===== config.mk =====
export PLATFORM = sky130hd
export DESIGN_NAME = pwmc_core
export DESIGN_NICKNAME = d
export VERILOG_FILES = /design/src/rtl/pwmc_pkg.sv /design/src/rtl/pwmc_dt_if.sv /design/src/rtl/pwmc_core.sv /design/src/rtl/pwmc_deadtime.sv
export SDC_FILE = /design/constraint.sdc
export NUM_CORES = 1
export LEC_CHECK = 0
export BUFFER_PORTS_ARGS = -buffer_cell sky130_fd_sc_hd__buf_2
export CAP_MARGIN = 15
export CORE_MARGIN = 3
export CORE_UTILIZATION = 25
export CTS_CLUSTER_DIAMETER = 120
export DETAILED_ROUTE_END_ITERATION = 7
export GPL_ROUTABILITY_DRIVEN = 1
export PLACE_DENSITY = 0.49
export SLEW_MARGIN = 20
export SYNTH_ARGS = -nofsm -noshare
export SYNTH_HDL_FRONTEND = slang
export SYNTH_SLANG_ARGS = --single-unit

===== constraint.sdc =====
create_clock -name CLK -period 3.4 [get_ports CLK]
set_input_delay 0.34 -clock CLK [delete_from_list [all_inputs] [get_ports CLK]]
set_output_delay 0.34 -clock CLK [all_outputs]
set_load 0.01 [all_outputs]

===== src/rtl/pwmc_pkg.sv =====
// shared constants and types of the six-channel wave generator
package pwmc_pkg;
    localparam int unsigned NUM_CH = 6;
    localparam int unsigned NUM_PAIR = 3;
    localparam int unsigned ADDR_LSB = 2;
    localparam int unsigned IDX_W = 8;
    // register indices; byte address is four times the index
    localparam logic [7:0] IDX_PERIOD_HI = 8'hD1;
    localparam logic [7:0] IDX_PERIOD_LO = 8'hD9;
    localparam logic [5:0][7:0] IDX_DUTY_LO =
        {8'hCD, 8'hCC, 8'hDD, 8'hDC, 8'hDB, 8'hDA};
    localparam logic [5:0][7:0] IDX_DUTY_HI =
        {8'hC5, 8'hC4, 8'hD5, 8'hD4, 8'hD3, 8'hD2};
    localparam logic [7:0] IDX_ALT_ROUTE = 8'hC6;
    localparam logic [7:0] IDX_TIMED_ACCESS = 8'hC7;
    localparam logic [7:0] IDX_CON0 = 8'hD8;
    localparam logic [7:0] IDX_PRI_ROUTE = 8'hDE;
    localparam logic [7:0] IDX_CON1 = 8'hDF;
    localparam logic [7:0] IDX_DT_EN = 8'hF9;
    localparam logic [7:0] IDX_DT_CNT = 8'hFA;
    localparam logic [7:0] IDX_MASK_EN = 8'hFB;
    localparam logic [7:0] IDX_MASK_DAT = 8'hFC;
    // field positions
    localparam int unsigned MODE_HI = 7;
    localparam int unsigned MODE_LO = 6;
    localparam int unsigned TYPE_BIT = 4;
    localparam int unsigned FAULT_EN_BIT = 3;
    localparam int unsigned DIV_HI = 2;
    localparam int unsigned DIV_LO = 0;
    localparam int unsigned RUN_BIT = 7;
    localparam int unsigned DT_CNT8_BIT = 4;
    localparam logic [5:0] ALT_ROUTE_MASK = 6'h2E;
    // timed-access keys
    localparam logic [7:0] TA_KEY1 = 8'hAA;
    localparam logic [7:0] TA_KEY2 = 8'h55;
    typedef enum logic [1:0] {
        MODE_INDEP = 2'b00,
        MODE_COMPL = 2'b01,
        MODE_SYNC = 2'b10,
        MODE_RSVD = 2'b11
    } pwmc_mode_e;
    typedef enum logic [1:0] {
        TA_IDLE = 2'b00,
        TA_FIRST = 2'b01,
        TA_OPEN = 2'b10
    } pwmc_ta_e;
endpackage : pwmc_pkg


===== src/rtl/pwmc_dt_if.sv =====
// link between the core and one pair's dead-time unit
`timescale 1ns/1ps
`default_nettype none
interface pwmc_dt_if;
    logic enable;
    logic [8:0] count;
    logic lead;
    logic out_lead;
    logic out_trail;
    modport ctrl (output enable, output count, output lead,
                  input out_lead, input out_trail);
    modport unit (input enable, input count, input lead,
                  output out_lead, output out_trail);
endinterface : pwmc_dt_if
`default_nettype wire


===== src/rtl/pwmc_core.sv =====
// six-channel three-pair wave generator with apb register slave
//
// Local design decision: the APB interface to the registers.
`timescale 1ns/1ps
`default_nettype none
module pwmc_core #(
    parameter int unsigned ADDR_W = 12
) (
    input wire logic CLK,
    input wire logic ARST_N,
    input wire logic PSEL,
    input wire logic PENABLE,
    input wire logic PWRITE,
    input wire logic [ADDR_W-1:0] PADDR,
    input wire logic [31:0] PWDATA,
    output logic [31:0] PRDATA,
    output logic PREADY,
    output logic PSLVERR,
    output logic [5:0] WAVE_PRI_O,
    output logic [5:0] WAVE_PRI_OE,
    output logic [5:0] WAVE_ALT_O,
    output logic [5:0] WAVE_ALT_OE
);
    localparam int unsigned NCH = pwmc_pkg::NUM_CH;
    localparam int unsigned NPR = pwmc_pkg::NUM_PAIR;

    // address bus must reach the highest word and fit in 32 bits
    generate
        if (ADDR_W < pwmc_pkg::IDX_W + pwmc_pkg::ADDR_LSB || ADDR_W > 32)
        begin : g_bad_addr
            $error("pwmc_core: ADDR_W out of range");
        end
    endgenerate

    typedef struct packed {
        logic [5:0][15:0] duty;
        logic [15:0] period;
        logic [7:0] con1;
        logic run;
        logic [5:0] pri;
        logic [5:0] alt;
        logic [8:0] dt_cnt;
        logic [2:0] dt_en;
        logic [5:0] mask_en;
        logic [5:0] mask_dat;
        pwmc_pkg::pwmc_ta_e ta;
        logic [6:0] div_cnt;
        logic [15:0] cnt;
        logic down;
        logic [5:0] gen;
        logic [5:0] out;
        logic [31:0] prdata;
        logic slverr;
    } pwmc_core_s;

    pwmc_core_s q;
    pwmc_core_s n;

    // word index of a bus address, with a valid flag on top
    function automatic logic [8:0] word_index(input logic [ADDR_W-1:0] a);
        logic ok;
        ok = (a[pwmc_pkg::ADDR_LSB-1:0] == '0);
        if (ADDR_W > pwmc_pkg::IDX_W + pwmc_pkg::ADDR_LSB)
            ok = ok && ((a >> (pwmc_pkg::IDX_W + pwmc_pkg::ADDR_LSB)) == '0);
        return {ok, a[pwmc_pkg::IDX_W+pwmc_pkg::ADDR_LSB-1:
                      pwmc_pkg::ADDR_LSB]};
    endfunction : word_index

    // read value of one register, hit flag on top
    function automatic logic [8:0] read_reg(input pwmc_core_s s,
                                            input logic [7:0] idx);
        logic [8:0] r;
        r = 9'h000;
        if (idx == pwmc_pkg::IDX_PERIOD_HI)
            r = {1'b1, s.period[15:8]};
        else if (idx == pwmc_pkg::IDX_PERIOD_LO)
            r = {1'b1, s.period[7:0]};
        else if (idx == pwmc_pkg::IDX_CON1)
            r = {1'b1, s.con1};
        else if (idx == pwmc_pkg::IDX_CON0)
            r = {1'b1, s.run, 7'h00};
        else if (idx == pwmc_pkg::IDX_PRI_ROUTE)
            r = {3'b100, s.pri};
        else if (idx == pwmc_pkg::IDX_ALT_ROUTE)
            r = {3'b100, s.alt};
        else if (idx == pwmc_pkg::IDX_DT_CNT)
            r = {1'b1, s.dt_cnt[7:0]};
        else if (idx == pwmc_pkg::IDX_DT_EN)
            r = {4'b1000, s.dt_cnt[8], 1'b0, s.dt_en};
        else if (idx == pwmc_pkg::IDX_MASK_EN)
            r = {3'b100, s.mask_en};
        else if (idx == pwmc_pkg::IDX_MASK_DAT)
            r = {3'b100, s.mask_dat};
        else if (idx == pwmc_pkg::IDX_TIMED_ACCESS)
            r = {8'h80, s.ta == pwmc_pkg::TA_OPEN};
        for (int i = 0; i < NCH; i++)
        begin
            if (idx == pwmc_pkg::IDX_DUTY_LO[i])
                r = {1'b1, s.duty[i][7:0]};
            if (idx == pwmc_pkg::IDX_DUTY_HI[i])
                r = {1'b1, s.duty[i][15:8]};
        end
        return r;
    endfunction : read_reg

    logic setup;
    logic wr;
    logic [8:0] dec;
    logic [7:0] idx;
    logic [7:0] wbyte;
    logic [8:0] rd;
    logic tick;
    logic [6:0] div_mask;
    logic center;
    pwmc_pkg::pwmc_mode_e mode;
    logic [5:0] masked;
    logic [5:0] mode_out;

    // bus request decode
    assign setup = PSEL & ~PENABLE;
    assign wr = PSEL & PENABLE & PWRITE;
    assign dec = word_index(PADDR);
    assign idx = dec[7:0];
    assign wbyte = PWDATA[7:0];
    assign rd = read_reg(q, idx);

    // clock divider by a power of two gives the counting tick
    assign div_mask = 7'((8'h01 << q.con1[pwmc_pkg::DIV_HI:pwmc_pkg::DIV_LO])
                         - 8'h01);
    assign tick = q.run & ((q.div_cnt & div_mask) == div_mask);
    assign center = q.con1[pwmc_pkg::TYPE_BIT];
    assign mode = pwmc_pkg::pwmc_mode_e'(
        q.con1[pwmc_pkg::MODE_HI:pwmc_pkg::MODE_LO]);

    // mask stage forces a level before the mode stage sees it
    assign masked = (q.gen & ~q.mask_en) | (q.mask_dat & q.mask_en);

    // mode stage per pair, dead-time inserted in complementary mode
    generate
        for (genvar p = 0; p < NPR; p++)
        begin : g_pair
            pwmc_dt_if dt ();
            assign dt.enable = q.dt_en[p] &
                               (mode == pwmc_pkg::MODE_COMPL);
            assign dt.count = q.dt_cnt;
            assign dt.lead = masked[2*p];
            pwmc_deadtime u_dt (
                .clk(CLK),
                .arst_n(ARST_N),
                .dt(dt.unit)
            );
            always_comb
            begin
                case (mode)
                    pwmc_pkg::MODE_COMPL:
                    begin
                        mode_out[2*p] = dt.out_lead;
                        mode_out[2*p+1] = dt.out_trail;
                    end
                    pwmc_pkg::MODE_SYNC:
                    begin
                        mode_out[2*p] = masked[2*p];
                        mode_out[2*p+1] = masked[2*p];
                    end
                    default:
                    begin
                        mode_out[2*p] = masked[2*p];
                        mode_out[2*p+1] = masked[2*p+1];
                    end
                endcase
            end
        end
    endgenerate

    // next-state logic: bus, timed access, counter and generators
    always_comb
    begin
        n = q;
        n.out = mode_out;
        n.div_cnt = q.run ? 7'(q.div_cnt + 7'h01) : 7'h00;
        // read data and error latched in the setup cycle
        if (setup)
        begin
            n.prdata = {24'h000000, rd[7:0]};
            n.slverr = ~(dec[8] & rd[8]);
        end
        // register writes take effect in the access cycle
        if (wr && dec[8])
        begin
            if (idx == pwmc_pkg::IDX_TIMED_ACCESS)
            begin
                if (wbyte == pwmc_pkg::TA_KEY1)
                    n.ta = pwmc_pkg::TA_FIRST;
                else if (wbyte == pwmc_pkg::TA_KEY2 &&
                         q.ta == pwmc_pkg::TA_FIRST)
                    n.ta = pwmc_pkg::TA_OPEN;
                else
                    n.ta = pwmc_pkg::TA_IDLE;
            end
            else
            begin
                n.ta = pwmc_pkg::TA_IDLE; // grant spent by any write
            end
            if (idx == pwmc_pkg::IDX_PERIOD_HI)
                n.period[15:8] = wbyte;
            else if (idx == pwmc_pkg::IDX_PERIOD_LO)
                n.period[7:0] = wbyte;
            else if (idx == pwmc_pkg::IDX_CON1)
                n.con1 = wbyte;
            else if (idx == pwmc_pkg::IDX_CON0)
                n.run = wbyte[pwmc_pkg::RUN_BIT];
            else if (idx == pwmc_pkg::IDX_PRI_ROUTE)
                n.pri = wbyte[5:0];
            else if (idx == pwmc_pkg::IDX_ALT_ROUTE)
                n.alt = wbyte[5:0] & pwmc_pkg::ALT_ROUTE_MASK;
            else if (idx == pwmc_pkg::IDX_DT_CNT &&
                     q.ta == pwmc_pkg::TA_OPEN)
                n.dt_cnt[7:0] = wbyte;
            else if (idx == pwmc_pkg::IDX_DT_EN &&
                     q.ta == pwmc_pkg::TA_OPEN)
            begin
                n.dt_cnt[8] = wbyte[pwmc_pkg::DT_CNT8_BIT];
                n.dt_en = wbyte[2:0];
            end
            else if (idx == pwmc_pkg::IDX_MASK_EN)
                n.mask_en = wbyte[5:0];
            else if (idx == pwmc_pkg::IDX_MASK_DAT)
                n.mask_dat = wbyte[5:0];
            for (int i = 0; i < NCH; i++)
            begin
                if (idx == pwmc_pkg::IDX_DUTY_LO[i])
                    n.duty[i][7:0] = wbyte;
                if (idx == pwmc_pkg::IDX_DUTY_HI[i])
                    n.duty[i][15:8] = wbyte;
            end
        end
        // stopped: counter parked at zero counting up, generators low
        if (!q.run)
        begin
            n.cnt = 16'h0000;
            n.down = 1'b0;
            n.gen = 6'h00;
        end
        else if (tick)
        begin
            // generators compare the count held before this tick
            for (int i = 0; i < NCH; i++)
            begin
                if (!center)
                begin
                    if (q.cnt == 16'h0000)
                        n.gen[i] = 1'b1;
                    if (q.cnt == q.duty[i])
                        n.gen[i] = 1'b0;
                end
                else if (q.cnt == q.duty[i])
                begin
                    n.gen[i] = q.down;
                end
            end
            if (!center)
            begin
                n.down = 1'b0;
                if (q.cnt >= q.period)
                    n.cnt = 16'h0000;
                else
                    n.cnt = 16'(q.cnt + 16'h0001);
            end
            else if (!q.down)
            begin
                if (q.cnt >= q.period)
                begin
                    n.down = 1'b1;
                    n.cnt = 16'(q.period - 16'h0001);
                end
                else
                    n.cnt = 16'(q.cnt + 16'h0001);
            end
            else
            begin
                if (q.cnt == 16'h0000)
                begin
                    n.down = 1'b0;
                    n.cnt = 16'h0001;
                end
                else
                    n.cnt = 16'(q.cnt - 16'h0001);
            end
        end
    end

    // all core state except the dead-time units in one register
    always_ff @(posedge CLK or negedge ARST_N)
    begin
        if (!ARST_N)
            q <= '0;
        else
            q <= n;
    end

    // outputs: channel level on each routed pin, enable while routed
    assign PRDATA = q.prdata;
    assign PSLVERR = q.slverr;
    assign PREADY = 1'b1; // zero wait states
    assign WAVE_PRI_O = q.out;
    assign WAVE_PRI_OE = q.pri;
    assign WAVE_ALT_O = q.out & pwmc_pkg::ALT_ROUTE_MASK;
    assign WAVE_ALT_OE = q.alt;
endmodule : pwmc_core
`default_nettype wire


===== src/rtl/pwmc_deadtime.sv =====
// dead-time inserter for one complementary pair
`timescale 1ns/1ps
`default_nettype none
module pwmc_deadtime (
    input wire logic clk,
    input wire logic arst_n,
    pwmc_dt_if.unit dt
);
    typedef struct packed {
        logic lead_prev;
        logic busy;
        logic [8:0] cnt;
    } pwmc_dt_s;
    pwmc_dt_s q;
    pwmc_dt_s n;
    logic change;
    logic hold;

    // both sides held low from the edge for count plus one clocks
    assign change = dt.lead ^ q.lead_prev;
    assign hold = dt.enable & (q.busy | change);
    assign dt.out_lead = dt.lead & ~hold;
    assign dt.out_trail = ~dt.lead & ~hold;

    // down-counter loads on every lead edge, releases when it reaches zero
    always_comb
    begin
        n = q;
        n.lead_prev = dt.lead;
        if (!dt.enable)
        begin
            n.busy = 1'b0;
            n.cnt = '0;
        end
        else if (change)
        begin
            n.cnt = dt.count;
            n.busy = (dt.count != 9'h000);
        end
        else if (q.busy)
        begin
            n.cnt = 9'(q.cnt - 9'h001);
            n.busy = (q.cnt != 9'h001);
        end
    end

    // state register
    always_ff @(posedge clk or negedge arst_n)
    begin
        if (!arst_n)
            q <= '0;
        else
            q <= n;
    end
endmodule : pwmc_deadtime
`default_nettype wire


### Word-level counts from Yosys, hierarchy flattened

Index checks and enable logic that the tools add are counted.
Widths: inputs -> output; s select.

* bitwise logic cells: 45
* equality and inequality tests: 55
* $add $sub $neg: 8
* $lt $le $gt $ge: 1
* shifts and indexed selects: 1
* reduce and logical (&&, ||, !) cells: 37
* mux-type cells: 67

Operators with widths (number)
* $mux 9: 23
* $eq 8x8->1 const B: 24
* $eq 16x16->1: 6
* $mux 10: 9
* $mux 16: 3
* $mux 23: 2
* $mux 17: 2
* $sub 16x1->16 const B: 2
* $ne 9x1->1 const B: 3
* $sub 9x1->9 const B: 3
* $reduce_and 2->1: 13
* $mux 1: 21
* $reduce_and 3->1: 7
* $ne 3x1->1 const B: 6
* $ne 3x2->1 const B: 6
* $and 1x1->1: 17
* $not 1->1: 17
* $add 16x1->16 const B: 1
* $ge 16x16->1: 1
* $logic_not 16->1: 1
* $and 6x6->6: 2
* $logic_not 12->1: 1
* $pmux 2 s2: 3
* $reduce_and 11->1: 1
* 26 further kinds: 40

* bits of input ports: 49
* output and inout bits: 58
* flip-flop bits (word level): 235

### Depth between registers and ports, before layout

* depth after elaboration: 26
* depth in mapped cells: 12

### Cells and area by module

Synthesis repeated with hierarchy kept, for this count alone.

* cells, all modules: 1551
* area, all modules: 15054.4 µm²

Modules (own cells, without submodules)
* pwmc_core: instances 1, area an instance 13136.3 µm², cells an instance 1353
* pwmc_deadtime: instances 3, area an instance 639.4 µm², cells an instance 66

### Worst setup path before layout

Ideal clock, no wire load.

* kind: register to register
* start point: register q[46] (netlist name)
* end point: register q[58] (netlist name)
* required time: 3.278 ns
* data arrival time: 2.811 ns
* cell stages (with the launch flop): 13
* setup slack: 0.468 ns
* period minus slack after synthesis: 2.932 ns
* cell sequence: dfrtp_1 -> clkbuf_1 -> inv_1 -> ha_1 -> nand2b_1 -> a2111oi_0 -> o21ai_0 -> a41o_1 -> clkbuf_1 -> clkbuf_1 -> nand3_1 -> o21ai_0 -> a32o_1

* word-level cells in the longest chain between the ends: 6
* elaborated cells on any way between the ends: 11
* classes of those cells: add/sub (2); order compare (1); mux (7); reduce/logical (1)

Ends and longest elaborated chain
* start, declared: line pwmc_core.sv:56 `pwmc_core_s q;`
* start signal, assigned: line pwmc_core.sv:298 `q <= n;`
* $add 16x1->16 (tied with other cells): line pwmc_core.sv:267, pwmc_core.sv:277
* $mux 16 (on tied branches): line pwmc_core.sv:271, pwmc_core.sv:281
* $mux 17: line pwmc_core.sv:269 `else if (!q.down)`
* $mux 17 (*): line pwmc_core.sv:261 `if (!center)`
* $mux 23 (*): line pwmc_core.sv:244 `else if (tick)`
* $mux 23 (*): line pwmc_core.sv:238 `if (!q.run)`

Every way passes the cells marked *; elsewhere a longest branch is shown, timed or not. The select of a mux whose other input is x is not followed.
A chain may end at the register's enable or synchronous reset.

### Final worst setup path

* start point: register q[47] (netlist name)
* end point: register q[58] (netlist name)

Same word-level chain as after synthesis.

==> results.txt <==
Net count, final - 1689
Final hold vios - 0
First-pass GRT wire length - 80500 µm
Total gr overflow - 0
Pwr dens - 377 nW/µm²
Worst Path Buf+Inv - 1
Switch Pwr - 1.57 mW
Root Buffer - clkbuf_16
Cell Int Power - 4.87 mW
CTS tree - done
Core ar. - 58400 µm²
LEAKAGE - 8.14 nW
Slew HR - 33.9%
Mapped Area - 14900 µm²
Final slew viol count - 0
Syn Area/Cell - 9.50 µm²
Hold/Removal Path Class - in2reg
Clk slew on worst S/H paths - 0.06 ns
Tot Pwr - 6.45 mW
Critical path's most frequent cell - a32o_1
Row cnt - 88
FF+latch count, synth - 235
Number of port buffers - 53
Dpl cells - 2345
CP delay by family, top - simple AND/OR/NAND/NOR gates
Yosys cell types - 77
Clock latency on the worst-skew pair - 0.56 ns
Initial Utilization - 25.6%
Status - completed
Min Tclk post-route - 2.79 ns
WL final - 53400 µm
Worst path max stage delay - 0.49 ns
Switching share of power - 24.4%
Synthesized instance count - 1571
CTS max path bufs - 3
Seq pwr share - 43.7%
Syn. warnings - 0
DP Wirelength - 37700 µm
Dominant cell type by area after synthesis - dfrtp_1
Slowest cell on the critical path - or4b_4
Via count - 12742
# DRC - 0
Unrepaired setup endpoints after global routing - no
DRT Pass-1 Iters - 8
Full die area - 62700 µm²
Inserted Clock Buffers - 28
Clk pwr share - 51.1%
CTS H-Tree Depth - 1
Vias in the first global route - 12285
DIE WIDTH - 250 µm
Setup TNS Final - 0 ns
Crit Path Category - reg2reg
Startpoint type of the worst setup path - flop
CP cell instances - inv_1 -> ha_1 -> or4b_4 -> or4_4 -> o21ai_4 -> nor2_2 -> a21o_1 -> a32o_1 -> a32o_1
Synth top area cells - dfrtp_1, mux2_2, xor2_1
Vias/cell - 5.31
Post-CTS Setup Repair Bufs - 0
Endpoints failing setup - 0
Area delta synth->final - 14.4%
Comb power frac - 5.2%
Post-synth EDFFs - 0
Hold buffers post-CTS - 1
Commonest non-fill, non-tap cell in the layout - dfrtp_1
CP Max Fanout - 7
Critical Path RT - 3.84 ns
Worst-Margin Slew - 0.991 ns
CTS sink cnt - 235
Initial antenna violation count - 2
Post-synth ARST share - 100%
Largest net degree at the start of global routing - 123
Chip height - 250 µm
Max-capacitance violation count - 0
DR iter-0 viols - 1261
FMAX - 358 MHz
GRT Util Overall - 16.5%
Crit. End Element - flop
DR WL/cell - 22.3 µm
Peak supply drop - 382 µV
Clock skew - 0.0152 ns
Most frequent cells in the layout - dfrtp_1, mux2_2, xor2_1
GP Congestion - 0.945
Post-cts resize count - 0
Post-synth top area share - 39.4%
Ports - 107
Post-Layout Cell Count - 2399
Fin util - 29.3%
CP arrival - 3.23 ns
Main flop type after synthesis - dfrtp_1
Sequential share of the synthesized area - 39.4%
DRT antenna net count - 0
Layout cells sized above 1 - 20.9%
Final Cycle Share - 82.1%
[power by group through the flow]
stage               sequential [mW]  combinational (mW)  clock, mW
global route                   2.82               0.362       3.48
global placement               2.87               0.330          0
CTS                            2.82               0.333       3.36
detailed placement             2.87               0.331          0
floorplan                      2.86               0.181          0
finish                         2.82               0.335       3.29
[per-stage QoR]
step	hold WS (ns)	cell area, µm²	setup WS [ns]
floorplan	0.0444	15000	0.468
global placement	0.467	16100	0.634
detailed placement	0.474	16100	0.614
CTS	0.0634	17100	0.589
global route	0.125	17100	0.482
finish	0.0825	17100	0.609
[synthesized netlist by cell type (11+ instances only)]
| cell | count |
|---|---|
| dfrtp_1 | 235 |
| mux2_2 | 144 |
| xor2_1 | 122 |
| nand2_1 | 107 |
| nor2_1 | 100 |
| o21ai_0 | 94 |
| clkbuf_1 | 67 |
| a21oi_1 | 63 |
| buf_4 | 58 |
| inv_1 | 47 |
| nor3_1 | 46 |
| nor4_1 | 44 |
| nand3_1 | 39 |
| xnor2_1 | 38 |
| a211oi_1 | 29 |
| ha_1 | 29 |
| nand2b_1 | 22 |
| a31oi_1 | 18 |
| mux2i_1 | 18 |
| nand4_1 | 18 |
| buf_1 | 14 |
| or3_1 | 14 |
| a221oi_1 | 12 |
| nor2b_1 | 12 |
| and2_1 | 11 |
[layer usage]
metal	wire (µm)	global-route usage, %	up-vias
li1	-	-	5699
met1	24200	23.4	6395
met2	23700	25.6	550
met3	3830	2.98	98
met4	1630	4.71	0
met5	0	0	-
[sequential cells by signal, summed over array words and instances (netlist names)]
register and cells:
PRDATA 8, g_pair.u_dt.q 33, q 165, WAVE_ALT_OE 4, WAVE_PRI_OE 6, mode 2
g_pair.dt.count 9, PSLVERR 1, center 1, WAVE_PRI_O 6
[worst paths after layout]
| path | startpoint | endpoint | slack, ns | depth (start not counted) |
|---|---|---|---|---|
| worst max-delay path | q[47]$_DFFE_PN0P_ | q[58]$_DFFE_PN0P_ | 0.61 | 9 |
| worst min-delay path | PADDR[10] | PSLVERR$_DFFE_PN0P_ | 0.08 | 3 |
| worst min register to register | q[69]$_DFFE_PN0P_ | q[69]$_DFFE_PN0P_ | 0.50 | 2 |
| min in group asynchronous | ARST_N | q[219]$_DFFE_PN0P_ | 0.47 | 2 |
| max in group asynchronous | ARST_N | q[57]$_DFFE_PN0P_ | 2.03 | 3 |
| worst max register to register | q[47]$_DFFE_PN0P_ | q[58]$_DFFE_PN0P_ | 0.61 | 9 |
[worst min-delay path: cells and delay by family]
family / cells / cell delay (ns)
buffers and inverters: 1 / 0.07
AOI/OAI and AO/OA: 1 / 0.12
and+or+nand+nor: 1 / 0.06
[kinds of logic after synthesis]
logic type / after synthesis / share of synthesized area [%]
AO/OA/AOI/OAI: 328 / 14.5
XOR/XNOR: 160 / 9.38
flip-flops: 235 / 39.4
buffers and inverters: 196 / 6.50
adder cells (fa/ha/maj): 29 / 2.43
multiplexers: 162 / 12.1
AND/OR/NAND/NOR: 459 / 15.6
other: 2 / 0.0503
[final cells by class]
type | count | area, µm²
fillers | 6114 | 41300
multi-input cells | 1167 | 8180
flip-flops and latches | 235 | 5880
well taps | 765 | 957
repair buffers | 131 | 876
clock buffers | 33 | 761
clock inverters | 19 | 248
inverters | 48 | 180
diodes | 1 | 2.50
(Power assumes the default switching activity.)
